$ cat src/include/port_map.svh
// Purpose: Offsets, field positions, reset values for the display port control bank
// Assumes: Byte addresses inside a 20-bit register window
// Notes: Included by the package and the design files
`ifndef PORT_MAP_SVH
`define PORT_MAP_SVH

// Port control words, one per output port
`define PORT_B_CTL_ADDR 20'he1140
`define PORT_C_CTL_ADDR 20'he1150
`define PORT_D_CTL_ADDR 20'he1160
`define PORT_CTL_RESET 32'h0000_0018

// Field positions inside a port control word
`define FLD_ENABLE 31
`define FLD_XCD_HI 30
`define FLD_XCD_LO 29
`define FLD_COLOR_HI 28
`define FLD_COLOR_LO 26
`define FLD_LANE_REV 15
`define FLD_ENC_HI 11
`define FLD_ENC_LO 10
`define FLD_HDMI_SEL 9
`define FLD_AUDIO 6
`define FLD_SYNC_HI 4
`define FLD_SYNC_LO 3

// Field codes
`define XCD_RESERVED 2'h3
`define COLOR_8BPC 3'h0
`define COLOR_12BPC 3'h3

// Clock gating control words, one per transcoder
`define CG_A_ADDR 20'hf0060
`define CG_B_ADDR 20'hf1060
`define CG_C_ADDR 20'hf2060
`define CG_DIS_BIT 10

// Port and lane counts
`define NUM_PORTS 3
`define NUM_LANES 4

`endif

$ cat src/include/port_pkg.sv
// Purpose: Types and address decoders shared by the port control files
// Assumes: port_map.svh is on the include path
// Notes: Decoders return 3 for an address that does not hit
`include "port_map.svh"

package port_pkg;

    typedef enum logic [1:0] {
        XCD_A = 2'h0,
        XCD_B = 2'h1,
        XCD_C = 2'h2
    } xcd_t;

    // Software view of one port control word
    typedef struct packed {
        logic en;
        logic [1:0] xcd;
        logic [2:0] color;
        logic lane_rev;
        logic [1:0] enc;
        logic hdmi_sel;
        logic audio;
        logic [1:0] sync_pol;
    } port_ctl_t;

    // Port control word index, 3 when no port word is hit
    function automatic logic [1:0] ctl_index(input logic [19:0] addr);
        unique case (addr)
            `PORT_B_CTL_ADDR: ctl_index = 2'h0;
            `PORT_C_CTL_ADDR: ctl_index = 2'h1;
            `PORT_D_CTL_ADDR: ctl_index = 2'h2;
            default: ctl_index = 2'h3;
        endcase
    endfunction

    // Clock gating word index, 3 when no gating word is hit
    function automatic logic [1:0] cg_index(input logic [19:0] addr);
        unique case (addr)
            `CG_A_ADDR: cg_index = 2'h0;
            `CG_B_ADDR: cg_index = 2'h1;
            `CG_C_ADDR: cg_index = 2'h2;
            default: cg_index = 2'h3;
        endcase
    endfunction

endpackage

$ cat src/hw/clock_gate_words.sv
// Purpose: Per-transcoder clock gating control words
// Assumes: Same register port and clock as the port control bank
// Notes: Only the gating disable bit is stored; other bits read as zero
`include "port_map.svh"

module clock_gate_words (
    input wire logic mclk,
    input wire logic rst,
    input wire logic ce,
    input wire logic [19:0] reg_addr,
    input wire logic reg_wr,
    input wire logic [31:0] reg_wdata,
    output logic [2:0] cg_disable
);

    logic [2:0] cg_dis_r;
    logic [1:0] hit;

    assign hit = port_pkg::cg_index(reg_addr);
    assign cg_disable = cg_dis_r;

    // One disable bit per transcoder word
    genvar g;
    for (g = 0; g < 3; g++) begin : g_word
        // gating disable bit
        always_ff @(posedge mclk) begin
            if (rst) begin
                cg_dis_r[g] <= 1'b0;
            end else if (ce && reg_wr && hit == 2'(g)) begin
                cg_dis_r[g] <= reg_wdata[`CG_DIS_BIT];
            end
        end
    end

endmodule

$ cat src/hw/tmds_port_control.sv
// Purpose: Control bank for three digital display output ports B, C and D
// Assumes: vblank and lane data come from logic on mclk; reads answer one cycle later
// Notes: Enable, transcoder and colour format wait for the selected vblank
//
// Behaviour
// Enable clear powers port down and tristates it; set enables it.
// Enable, transcoder and colour writes apply at the next vblank only.
// Transcoder select 00 A, 01 B, 10 C; 11 is reserved.
// Colour format 000 is 8 bits, 011 is 12 bits; others reserved.
// Software enables 12-bit mode by writing 8-bit first, then 12-bit.
// Software disables clock gating around the two 12-bit enable writes; the bench disables it around the 12-bit write only.
// Bit 10 of each transcoder gating word disables its port clock gating.
// Lane reversal set reverses the four lanes; clear keeps normal order.
// Lane reversal latches at enable; changes need disable then re-enable.
// Software never enables a port and its pin-sharing packet port together.
// In vertical sync mode software enables only in vertical active region.
// Two-bit encoding field selects the link encoding applied to output data; here it is only driven out on encoding, lane data passes unencoded.
`include "port_map.svh"

module tmds_port_control #(
    parameter int LANE_W = 10
) (
    input wire logic mclk,
    input wire logic rst,
    input wire logic ce,
    input wire logic [19:0] reg_addr,
    input wire logic reg_wr,
    input wire logic reg_rd,
    input wire logic [31:0] reg_wdata,
    output logic [31:0] reg_rdata,
    output logic reg_rvalid,
    input wire logic [2:0] vblank,
    input wire logic [2:0][3:0][LANE_W-1:0] lane_in,
    output logic [2:0][3:0][LANE_W-1:0] lane_out,
    output logic [2:0] port_enabled,
    output logic [2:0] port_oe_n,
    output logic [2:0] port_power_down,
    output logic [2:0][1:0] src_sel,
    output logic [2:0] twelve_bpc,
    output logic [2:0][1:0] encoding,
    output logic [2:0] hdmi_mode,
    output logic [2:0] audio_en,
    output logic [2:0][1:0] sync_pol,
    output logic [2:0] cg_disable
);

    logic [1:0] wr_hit;
    logic [1:0] rd_ctl;
    logic [1:0] rd_cg;
    logic [31:0] rdata_r;
    logic rvalid_r;
    logic [2:0] cg_dis;
    port_pkg::port_ctl_t shadow_r [3];
    logic [31:0] shadow_word [3];

    // Word to struct, keeping old codes where software wrote a reserved one
    function automatic port_pkg::port_ctl_t merge_word(
        input port_pkg::port_ctl_t old,
        input logic [31:0] w
    );
        port_pkg::port_ctl_t n;
        n = old;
        n.en = w[`FLD_ENABLE];
        // reserved select ignored
        if (w[`FLD_XCD_HI:`FLD_XCD_LO] != `XCD_RESERVED) begin
            n.xcd = w[`FLD_XCD_HI:`FLD_XCD_LO];
        end
        // reserved format ignored
        if (w[`FLD_COLOR_HI:`FLD_COLOR_LO] == `COLOR_8BPC ||
            w[`FLD_COLOR_HI:`FLD_COLOR_LO] == `COLOR_12BPC) begin
            n.color = w[`FLD_COLOR_HI:`FLD_COLOR_LO];
        end
        n.lane_rev = w[`FLD_LANE_REV];
        n.enc = w[`FLD_ENC_HI:`FLD_ENC_LO];
        n.hdmi_sel = w[`FLD_HDMI_SEL];
        n.audio = w[`FLD_AUDIO];
        n.sync_pol = w[`FLD_SYNC_HI:`FLD_SYNC_LO];
        return n;
    endfunction

    // Struct back to its register word, unused bits zero
    function automatic logic [31:0] pack_word(input port_pkg::port_ctl_t c);
        logic [31:0] w;
        w = 32'h0000_0000;
        w[`FLD_ENABLE] = c.en;
        w[`FLD_XCD_HI:`FLD_XCD_LO] = c.xcd;
        w[`FLD_COLOR_HI:`FLD_COLOR_LO] = c.color;
        w[`FLD_LANE_REV] = c.lane_rev;
        w[`FLD_ENC_HI:`FLD_ENC_LO] = c.enc;
        w[`FLD_HDMI_SEL] = c.hdmi_sel;
        w[`FLD_AUDIO] = c.audio;
        w[`FLD_SYNC_HI:`FLD_SYNC_LO] = c.sync_pol;
        return w;
    endfunction

    // Address decode shared by writes and reads
    assign wr_hit = port_pkg::ctl_index(reg_addr);
    assign rd_ctl = port_pkg::ctl_index(reg_addr);
    assign rd_cg = port_pkg::cg_index(reg_addr);

    // Gating control words live in their own module
    clock_gate_words u_cg (
        .mclk(mclk),
        .rst(rst),
        .ce(ce),
        .reg_addr(reg_addr),
        .reg_wr(reg_wr),
        .reg_wdata(reg_wdata),
        .cg_disable(cg_dis)
    );
    assign cg_disable = cg_dis;

    genvar p;
    for (p = 0; p < `NUM_PORTS; p++) begin : g_port
        logic pend_r;
        logic act_en_r;
        logic [1:0] act_xcd_r;
        logic twelve_r;
        logic lane_lock_r;
        logic oe_n_r;
        logic [1:0] vb_sel;
        logic apply;
        logic wr_me;
        logic [3:0][LANE_W-1:0] lanes_nxt;

        assign wr_me = reg_wr && wr_hit == 2'(p);
        assign shadow_word[p] = pack_word(shadow_r[p]);
        // Follow the running transcoder, or the requested one while idle
        assign vb_sel = act_en_r ? act_xcd_r : shadow_r[p].xcd;
        assign apply = pend_r && vblank[vb_sel];

        // Software copy, written at once; a reserved select or format code keeps its old value
        always_ff @(posedge mclk) begin
            if (rst) begin
                shadow_r[p] <= port_pkg::port_ctl_t'(13'h0003);
            end else if (ce && wr_me) begin
                shadow_r[p] <= merge_word(shadow_r[p], reg_wdata);
            end
        end

        // pending until vblank
        // A write in the apply cycle keeps the flag set for the new value
        always_ff @(posedge mclk) begin
            if (rst) begin
                pend_r <= 1'b0;
            end else if (ce) begin
                if (wr_me) begin
                    pend_r <= 1'b1;
                end else if (apply) begin
                    pend_r <= 1'b0;
                end
            end
        end

        // vblank-buffered fields
        always_ff @(posedge mclk) begin
            if (rst) begin
                act_en_r <= 1'b0;
                act_xcd_r <= 2'h0;
                twelve_r <= 1'b0;
                oe_n_r <= 1'b1;
            end else if (ce && apply) begin
                act_en_r <= shadow_r[p].en;
                act_xcd_r <= shadow_r[p].xcd;
                // depth decoded into its own flop
                twelve_r <= shadow_r[p].color == `COLOR_12BPC;
                // tristate when disabled
                oe_n_r <= ~shadow_r[p].en;
            end
        end

        // latch reversal on enable
        always_ff @(posedge mclk) begin
            if (rst) begin
                lane_lock_r <= 1'b0;
            end else if (ce && apply && shadow_r[p].en && !act_en_r) begin
                lane_lock_r <= shadow_r[p].lane_rev;
            end
        end

        // lane order select
        always_comb begin
            lanes_nxt = '0;
            for (int l = 0; l < `NUM_LANES; l++) begin
                if (act_en_r) begin
                    lanes_nxt[l] = lane_lock_r ? lane_in[p][`NUM_LANES - 1 - l]
                                               : lane_in[p][l];
                end
            end
        end

        // Registered lane data, quiet while the port is off
        always_ff @(posedge mclk) begin
            if (rst) begin
                lane_out[p] <= '0;
            end else if (ce) begin
                lane_out[p] <= lanes_nxt;
            end
        end

        // enable and power state
        assign port_enabled[p] = act_en_r;
        assign port_oe_n[p] = oe_n_r;
        assign port_power_down[p] = oe_n_r;
        // source transcoder route
        assign src_sel[p] = act_xcd_r;
        // component depth select
        assign twelve_bpc[p] = twelve_r;
        // encoding type out
        assign encoding[p] = shadow_r[p].enc;
        assign hdmi_mode[p] = shadow_r[p].hdmi_sel;
        assign audio_en[p] = shadow_r[p].audio;
        assign sync_pol[p] = shadow_r[p].sync_pol;
    end

    // Read path, one cycle latency, unmapped reads return zero
    always_ff @(posedge mclk) begin
        if (rst) begin
            rdata_r <= 32'h0000_0000;
            rvalid_r <= 1'b0;
        end else if (ce) begin
            rvalid_r <= reg_rd;
            if (reg_rd) begin
                if (rd_ctl != 2'h3) begin
                    rdata_r <= shadow_word[rd_ctl];
                end else if (rd_cg != 2'h3) begin
                    // gating bit readback
                    rdata_r <= 32'(cg_dis[rd_cg]) << `CG_DIS_BIT;
                end else begin
                    rdata_r <= 32'h0000_0000;
                end
            end
        end
    end

    assign reg_rdata = rdata_r;
    assign reg_rvalid = rvalid_r;

endmodule

$ cat config.mk
export PLATFORM = sky130hd
export DESIGN_NAME = tmds_port_control
export DESIGN_NICKNAME = d
export VERILOG_FILES = /design/src/include/port_pkg.sv /design/src/hw/clock_gate_words.sv /design/src/hw/tmds_port_control.sv
export VERILOG_INCLUDE_DIRS = /design/src /design/src/include
export SDC_FILE = /design/constraint.sdc
export NUM_CORES = 1
export LEC_CHECK = 0
export BUFFER_PORTS_ARGS = -buffer_cell sky130_fd_sc_hd__buf_2
export CAP_MARGIN = 20
export CORE_AREA = 2 2 143 145
export DETAILED_ROUTE_END_ITERATION = 8
export DIE_AREA = 0 0 145 147
export GPL_TIMING_DRIVEN = 1
export HOLD_SLACK_MARGIN = 0.15
export PLACE_DENSITY_LB_ADDON = 0.15
export SYNTH_ARGS = -nofsm -noshare
export SYNTH_HDL_FRONTEND = slang
export SYNTH_SLANG_ARGS = --single-unit
$ cat constraint.sdc
create_clock -name mclk -period 3.6 [get_ports mclk]
set_clock_uncertainty 0.05 [all_clocks]
set_input_delay 0.9 -clock mclk [delete_from_list [all_inputs] [get_ports mclk]]
set_output_delay 0.9 -clock mclk [all_outputs]
set_load 0.005 [all_outputs]
Yosys cells after proc, flatten, opt, wreduce, memory -nomap -nowiden. Memories as Yosys holds them, arrays and structs flattened. Index checks and enable logic that the tools add are counted.

Input port bits: 180. Bits in writable memories: 39. Flip-flop bits (word level): 177. Bits in latches: 0. Bits in read-only memories: 0. Output and inout bits: 192. Memories: 1. Word-level logic and storage cells: 181.

$lt $le $gt $ge: 5. Add/sub/neg operators: 0. Equal/unequal tests: 17. Divide/modulo/power cells: 0. Muxes and demuxes: 80. Bitwise logic cells: 7. $mul: 0. Shift operators: 0. Reduce and logical (&&, ||, !) cells: 36.

Memory list: shadow_r (words 3, bits a word 13, read ports 3, clocked after memory_dff 0, wr ports 3, RTL line tmds_port_control.sv:53) `port_pkg::port_ctl_t shadow_r [3];`.

Operators by type and width (count): $mux W10 (24); $eq A20 B20 Y1 const B (6); $mux W32 (3); $bmux W32 S2 (1); $mux W13 (3); $mux W3 (9); $mux W2 (12); $logic_and A1 B1 Y1 (22); $mux W1 (21); $eq A3 B2 Y1 const B (4); $lt A2 B3 Y1 const B (4); $pmux W2 S3 (2); $mux W11 (1); $bmux W1 S2 (4); $reduce_and A2 Y1 (4); $ne A2 B2 Y1 const B (3); $reduce_bool A2 Y1 (3); $eq A2 B1 Y1 const B (2); $eq A2 B2 Y1 const B (2); $logic_not A2 Y1 (2); $ge A3 B3 Y1 const B (1); $logic_not A1 Y1 (3); $logic_not A3 Y1 (1); $not A1 Y1 (3); other kinds (3) (5).

Longest topological paths before layout. Gate-level depths: netlist of run 1.

Word-level depth: 9. Depth in mapped cells: 7. Depth with buffers taken out: 5.

Hierarchy. From an unflattened synthesis of run 1, not the netlist that was laid out.

Cells, all modules: 943. Area total of the unflattened synthesis: 9361.5 sq um.

Modules (own cells, without submodules): tmds_port_control (times used 1, area an instance 9126.3 sq um, sequential area each 4274.1 sq um, cells each 919); clock_gate_words (times used 1, area an instance 235.2 sq um, sequential area each 60.1 sq um, cells each 24).

Worst setup path before layout of run 1. Ideal clock, no wire load.

Path kind: input -> register. Start: input reg_addr[9]. End: memory shadow_r[0][0] (netlist name) (enable). Setup slack: 630 ps. Library setup time: 387 ps. Path buffers: 1. Stages: 5. Data required time: 3163 ps. Arrival time: 2533 ps. Cells stage by stage: nor4_2 nand3_1 or3_1 buf_2 o31ai_1.

RTL lines: start, declared (RTL line tmds_port_control.sv:26) `input wire logic [19:0] reg_addr,`; end, declared (RTL line tmds_port_control.sv:53).

==> metrics.txt, run 1 <==
Die Y-Extent 147 um; post-CTS sizing 0; post-detail-place hpwl between 15,000 and 20,000 um; Final setup viols 0; DR vias/cell 5.00; Die W approximately 150 um; routability cong. 0.766; Worst EP arrival 2.80 ns; Cell Pwr Density 382 nW/um^2; top cells by area, synth dfxtp_1, mux2_2, edfxtp_1, nor2b_1, a21oi_1; critical path class in -> reg; CTS Sinks 197; GRT overflow 0; worst-skew pair later-pin latency 0.43 ns; fmax 0.370 GHz; residual DRC count 0; top cell type's share of synthesized area 32.6%; simple-gate share of the synthesized area around a fifth; Syn. warnings 0; DR WL/cell 15.7 um; CP Launch Type input pin; I/O Buffers ~330; # Post-CTS Setup Buffers 0; period utilization 75.1%; final worst setup slack 0.895 ns; ys flop type dfxtp_1; CP required 3.69 ns; largest net degree at the start of global routing 77; die area 21,300 sq um; DR iter-0 viols 310; Leakage between 0.005 and 0.006 uW; Crit Path Max Fanout 5; Worst setup EP type flop; Synth Instances 1,023; MaxCap Viol Count 0; post-synthesis sequential area ratio between 40% and 50%; n_diodes 0; Worst Tran Pin Value 0.963 ns; H-tree depth 4; first-pass detailed-route iteration total 4; Area Growth Syn to Fin 22.5%; relative slew slack 35.8%; mux share of post-synthesis cell area 17.8%; Fillers 1,812; Detail Route Antenna Nets 0; Root Buffer clkbuf_16; Synth Area in Compound Gates 10.3%; status finished clean; Seq cells post-synth 197; via count 7,867; Cell variety after synth 52; fin util 59.9%; CTS clk-pin slew, worst paths 0.08 ns; Post-synth ARST share 0%; global-route wire length before repair 38,300 um; Hold Buf Count CTS 0; largest family of logic cells by synthesized area simple AND/OR/NAND/NOR gates; HP Class reg -> reg; Hold Vio Cnt, Final 0; RSZ-0062 raised after global routing false; Rows between 50 and 60; Post-Place Worst Slack between 0.4 and 0.5 ns; Mapped Avg Cell Area 9.49 sq um; num ports approximately 370; GRT Resource Usage Total between 20% and 30%; Cell Area, Synth 9710 sq um; Max Slew Vio Count 0; post-synthesis xor/xnor area fraction 0.0902%; post-route setup TNS 0 ns; Initial Util between 40% and 50%; CTS buffer count 17; fin nets 1,471; initial antenna violation count 0; wirelength, routed 24,800 um; number of synthesized flops with an enable pin 39; post-synthesis adder-cell area fraction 0%; Peak VDD IR between 0.0003 and 0.0004 V; largest area contributor in the netlist dfxtp_1; share of cells above drive strength 1 39.9%; CTS tree yes; clock tree buffer depth 2; vias in the first global route 7,359; post-route minimum period 2.71 ns; core area between 15,000 and 20,000 sq um
cells in the final DEF (no fill, tap or decap), types with 6 or more instances in the layout:
cell type	synthesis	routed
and2_1	36	36
a22oi_1	10	10
edfxtp_1	39	39
mux2_2	120	120
nor2b_1	121	121
clkbuf_16	0	17
inv_8	0	6
buf_2	4	331
mux2i_1	38	38
nand2b_1	14	14
a21oi_1	132	132
dfxtp_1	158	155
nor2_1	140	140
conb_1	1	19
nand2_1	19	19
o21ai_1	10	10
buf_4	49	21
cells by family after synthesis:
family | after synthesis
AO/OA/AOI/OAI | 177
XOR/XNOR | 1
buffers and inverters | 126
flip-flops | 197
multiplexers | 158
other | 1
AND/OR/NAND/NOR | 363
sequential cells by signal (all words and copies together) (netlist names):
| signal | cells |
|---|---|
| reg_rvalid | 1 |
| g_port.act_xcd_r | 6 |
| u_cg.cg_disable | 3 |
| g_port.twelve_r | 3 |
| lane_out | 120 |
| shadow_r | 39 |
| g_port.lane_lock_r | 3 |
| g_port.pend_r | 3 |
| reg_rdata | 13 |
| g_port.act_en_r | 3 |
| g_port.oe_n_r | 3 |
area by class of cell:
type | count | area, sq um | share of cell area (%)
multi-input cells | 718 | 4770 | 40.1
clock inverters | 15 | 190 | 1.60
inverters | 5 | 18.8 | 0.158
flip-flops and latches | 197 | 4340 | 36.5
repair buffers | 352 | 1810 | 15.3
clock buffers | 17 | 425 | 3.58
well taps | 270 | 338 | 2.84
worst paths after layout:
| kind | start | to | slack, ns | depth (start not counted) |
|---|---|---|---|---|
| worst max-delay path | reg_addr[9] | shadow_r[2][4] | 0.89 | 6 |
| worst min-delay path | g_port[2].twelve_r | g_port[2].twelve_r | 0.42 | 2 |
| worst max register to register | g_port[2].act_en_r | g_port[2].act_xcd_r[0] | 1.57 | 5 |
| worst min register to register | g_port[2].twelve_r | g_port[2].twelve_r | 0.42 | 2 |
critical path, stage by stage:
cell	delay (ns)
buf_2	0.10
nor4_2	0.35
nand3_1	0.17
or3_1	0.45
o21ai_0	0.56
buf_4	0.26
cell usage after synthesis, types with 5 or more instances:
library cell and number:
dfxtp_1 158, nor2_1 140, a21oi_1 132, nor2b_1 121, mux2_2 120, clkbuf_1 61
buf_4 49, edfxtp_1 39, mux2i_1 38, and2_1 36, nand2_1 19, nand2b_1 14
a22oi_1 10, o21ai_1 10, buf_1 5, inv_1 5, nand3_1 5
power breakdown:
group          internal, uW  switching [uW]
Sequential             2270            17.6
Combinational           148             168
Clock                   956             982
metrics by stage:
step	power (uW)	hold slack [ns]	cell area (sq um)	std cells
3_5_place_dp	2650	0.409	11300	1542
2_1_floorplan	2520	0.397	9780	1041
4_1_cts	4590	0.424	11900	1574
3_3_place_gp	2650	0.405	11300	1542
6_report	4540	0.423	11900	1574
5_1_grt	4720	0.448	11900	1574
layer usage:
| layer | global-route usage (%) | vias up | part of all wire, % |
|---|---|---|---|
| met2 | 36.4 | 276 | 46 |
| li1 | - | 3971 | - |
| met4 | 8.81 | 0 | 3.1 |
| met3 | 6.21 | 38 | 7.4 |
| met5 | 0 | - | 0 |
| met1 | 28.4 | 3582 | 43 |
Power figures use the tool's default switching activity.
==> run 2: changes to the inputs <==
CORE_AREA = default   (was 2 2 143 145)
CORE_UTILIZATION = 45   (was default)
DIE_AREA = default   (was 0 0 145 147)
clock period = 2.3 ns   (was 3.6 ns; I/O delays follow)
==> run 2 against run 1 <==
First-iteration DRC count is 7.7% higher; sequential share of layout area fell by 0.79 points; sequential cell count unchanged; worst hold slack got worse by 0.054 ns; wire length up 1.4%; via count up 1.7%; design area increased by 2.2%; critical endpoint is now g_port[1].lane_lock_r.
==> metrics.txt, run 2 (synthesis gave the netlist of run 1 again) <==
status finished clean; residual DRC count 0; WP buf/inv 0; DR WL/cell 15.6 um; Worst setup EP type flop; design area 12,200 sq um; CP Launch Type flop; Final setup viols 0; core area 21,100 sq um; fin nets approximately 1,500; first-pass detailed-route iteration total 5; critical path class reg -> reg; critical path's top delay family compound AO/OA/AOI/OAI gates; CTS buffer count 17; crit-path cells mux2i_1 -> a21oi_1 -> a211oi_4 -> a21oi_1 -> a41o_1; fin util 57.6%; post-detail-place hpwl between 15,000 and 20,000 um; CTS clk-pin slew, worst paths around 0.08 ns; DR vias/cell 4.98; Initial Util 46.1%; HP Class in -> reg; I/O Buffers 333; Tot Pwr 7160 uW; commonest non-fill, non-tap cells in the layout buf_2, dfxtp_1, nor2_1; GRT Resource Usage Total 22.4%; share of cells above drive strength 1 41.1%; # Post-CTS Setup Buffers 0; largest register by flop count lane_out; wirelength, routed ~25,000 um; most common cell after layout, fill and taps aside buf_2; GRT overflow 0; post-CTS sizing 0; relative slew slack 53.5%; slowest cell delay on critical path 0.49 ns; H-tree depth 4; CTS tree yes; Post-DP Area between 10,000 and 15,000 sq um; worst-skew pair later-pin latency around 0.43 ns; RSZ-0062 raised after global routing false; num ports between 300 and 400; fmax 0.501 GHz; global-route wire length before repair 39,100 um; Worst EP arrival 2.27 ns; CP dominant cell by count a21oi_1; Crit-path slowest cell a211oi_4; Cell Pwr Density 589 nW/um^2; Die W 149 um; Crit Path Max Fanout 8; Max Slew Vio Count 0; Hold Buf Count CTS 0; die area between 20,000 and 25,000 sq um; Root Buffer clkbuf_16; period utilization 86.8%; post-route setup TNS 0 ns; CTS Sinks 197; Detail Route Antenna Nets 0; Hold Vio Cnt, Final 0; CP required approximately 2.6 ns; clock tree buffer depth 2; Peak VDD IR 0.000468 V; Die Y-Extent 149 um; Leakage 0.00539 uW; via count 7,998; Worst Tran Pin Value 0.697 ns; initial antenna violation count 3; max FFs per register 120; MaxCap Viol Count 0; Area Growth Syn to Fin 25.2%; DR iter-0 viols 334; Rows 53; vias in the first global route 7,559; post-route minimum period 2.00 ns; Fin Hold WS 0.369 ns; largest net degree at the start of global routing 98; routability cong. ~0.8
==> run 2: final cells by class <==
| type | count | area (sq um) |
|---|---|---|
| fillers | 1963 | 8930 |
| multi-input cells | 718 | 4780 |
| flip-flops and latches | 197 | 4340 |
| repair buffers | 377 | 2060 |
| clock buffers | 17 | 425 |
| well taps | 275 | 344 |
| clock inverters | 15 | 181 |
| inverters | 5 | 18.8 |
| diodes | 2 | 5.00 |
==> run 2: routing by layer <==
metal | track usage [%] | wire length [um]
met1 | 28.0 | 10800
met2 | 37.4 | 11900
met3 | 6.09 | 1980
met5 | 0 | 0
met4 | 6.79 | 422
==> run 2: power breakdown <==
| group | internal [uW] | switching, uW | total [uW] |
|---|---|---|---|
| logic | 243 | 272 | 516 |
| registers | 3550 | 27.8 | 3580 |
| clock network | 1570 | 1500 | 3070 |
| total | 5360 | 1800 | 7160 |
==> run 2: stage by stage <==
step | setup slack (ns) | cells
after floorplan | -0.103 | 1041
after global placement | -0.121 | 1571
after detailed placement | -0.124 | 1572
after CTS | 0.280 | 1604
after global routing | 0.122 | 1604
final | 0.303 | 1606
==> run 2: worst reg2reg max path, cell delays in order (launching register included) <==
cell and delay [ns]:
dfxtp_1 0.45, mux2i_1 0.41, a21oi_1 0.15, a211oi_4 0.49
a21oi_1 0.12, a41o_1 0.22
==> run 2: final timing paths <==
check | to | slack [ns] | from | depth (start not counted)
max | g_port[1].lane_lock_r | 0.30 | g_port[1].act_en_r | 5
min | shadow_r[1][1] | 0.37 | reg_wdata[4] | 2
max reg2reg | g_port[1].lane_lock_r | 0.30 | g_port[1].act_en_r | 5
min reg2reg | g_port[1].twelve_r | 0.43 | g_port[1].twelve_r | 2
==> run 3: changes to the inputs <==
REMOVE_ABC_BUFFERS = 1   (was default)
==> run 3 against run 2 <==
Cell count up 0.44%; via count increased by 0.69%; clock-buffer cell count is 4 higher; non-clock buffer count up 7; wire length up 1.8%; combinational power is 2% higher; worst setup slack lost 0.21 ns; critical path type is now in -> reg; largest cell class unchanged.
==> metrics.txt, run 3 (synthesis gave the netlist of run 1 again) <==
Worst Hold Launch reg_wdata[6]; DR WL/cell 15.9 um; Post-DP Area 11,500 sq um; Area Growth Syn to Fin 24.7%; Rows 53; post-route minimum period ~2.2 ns; vias in the first global route 7,764; RSZ-0062 raised after global routing false; share of cells above drive strength 1 41.2%; Root Buffer clkbuf_16; Max Slew Vio Count 0; slowest cell delay on critical path ~0.44 ns; largest register by flop count lane_out; CTS Sinks 197; period utilization between 90% and 100%; HP Class in -> reg; CTS buffer count 17; GRT overflow 0; core area 21,100 sq um; Crit-path slowest cell or3_1; Crit Path Max Fanout 6; WP buf/inv 3; CP Launch Type input pin; post-CTS sizing 0; CP dominant cell by count buf_4; most common cell after layout, fill and taps aside buf_2; largest net degree at the start of global routing 84; Peak VDD IR between 0.0004 and 0.0005 V; CTS tree yes; design area 12,100 sq um; Worst EP arrival roughly 2.3 ns; DR iter-0 viols 314; fin nets 1,503; worst-skew pair later-pin latency approximately 0.42 ns; max FFs per register between 100 and 150; Worst Tran Pin Value 0.713 ns; fmax between 0.4 and 0.5 GHz; num ports 372; CP required 2.39 ns; Fin Hold WS between 0.4 and 0.5 ns; Die W 149 um; Fillers roughly 2,000; Critical R2R Launch g_port[1].act_en_r; GRT Resource Usage Total 23.1%; Hold Buf Count CTS 0; I/O Buffers 333; Worst setup EP type flop; MaxCap Viol Count 0; DR vias/cell about 5; die area 22,200 sq um; Hold Vio Cnt, Final 0; Detail Route Antenna Nets 0; hold depth 2; via count 8,053; relative slew slack a little over half; initial antenna violation count 1; first-pass detailed-route iteration total 4; wirelength, routed 25,600 um; critical path class in -> reg; status finished clean; Leakage 0.00540 uW; Final setup viols 0; CTS clk-pin slew, worst paths 0.07 ns; post-detail-place hpwl about 19,000 um; H-tree depth 4; crit-path cells buf_2 -> nor4_2 -> buf_4 -> nand3_1 -> or3_1 -> o31ai_1 -> buf_4; Cell Pwr Density 573 nW/um^2; Hold Path End shadow_r[0][2]; clock tree buffer depth 2; Worst Reg2Reg Path Length in Cells 5; fin util 57.4%; reg2reg setup slack 0.24 ns; end of the worst register-to-register path g_port[1].lane_lock_r; Initial Util 46.1%; Die Y-Extent between 100 and 150 um; global-route wire length before repair 39,900 um; routability cong. about 0.82; # Post-CTS Setup Buffers 0; residual DRC count 0; commonest non-fill, non-tap cells in the layout buf_2, dfxtp_1, nor2_1; critical path's top delay family simple AND/OR/NAND/NOR gates
run 3: cell count changes in the layout (fill, tap and decap cells not counted), moves of 3 or more:
| cell | previous run | this run |
|---|---|---|
| clkinv_8 | 3 | 0 |
| buf_12 | 5 | 2 |
| clkinv_2 | 0 | 4 |
| buf_4 | 41 | 51 |
| inv_8 | 5 | 0 |
run 3: metal layers:
metal  up-vias  track usage, %  wire length, um
met5         -               0                0
met4         0            8.88              676
met3        43            5.60             1620
met2       255            39.7            12400
met1      3718            27.7            10800
li1       4037               -                -
run 3: area by class of cell:
| class | instances | area (sq um) | area share (%) |
|---|---|---|---|
| clock inverters | 11 | 98.8 | 0.816 |
| well taps | 275 | 344 | 2.84 |
| repair buffers | 384 | 2080 | 17.2 |
| inverters | 5 | 18.8 | 0.155 |
| multi-input cells | 718 | 4770 | 39.4 |
| diodes | 2 | 5.00 | 0.0413 |
| flip-flops and latches | 197 | 4340 | 35.8 |
| clock buffers | 21 | 454 | 3.75 |
run 3: worst max path at each step:
stage	slack, ns	start	to	cells past startpoint
2_1_floorplan	-0.36	reg_addr[9]	shadow_r[0][0]	4
3_3_place_gp	-0.40	reg_addr[9]	shadow_r[0][0]	7
3_5_place_dp	-0.33	reg_addr[9]	shadow_r[0][4]	7
4_1_cts	0.1	reg_addr[9]	shadow_r[0][0]	7
5_1_grt	0.0006	reg_addr[9]	shadow_r[0][0]	7
6_report	0.09	reg_addr[9]	shadow_r[0][1]	7
run 3: where the power goes:
part	switching (uW)	internal, uW
combinational	276	248
sequential	27.8	3550
clock	1290	1540
total	1590	5340
run 3: stage by stage:
step                      instances  worst slack, ns  setup TNS (ns)  power [uW]
final                          1613           0.0894               0        6930
after global routing           1612         0.000554               0        7220
after CTS                      1611           0.0963               0        7010
after detailed placement       1579           -0.328          -16.54        4180
after global placement         1578           -0.397          -18.42        4170
after floorplan                 920           -0.359           -7.81        3830
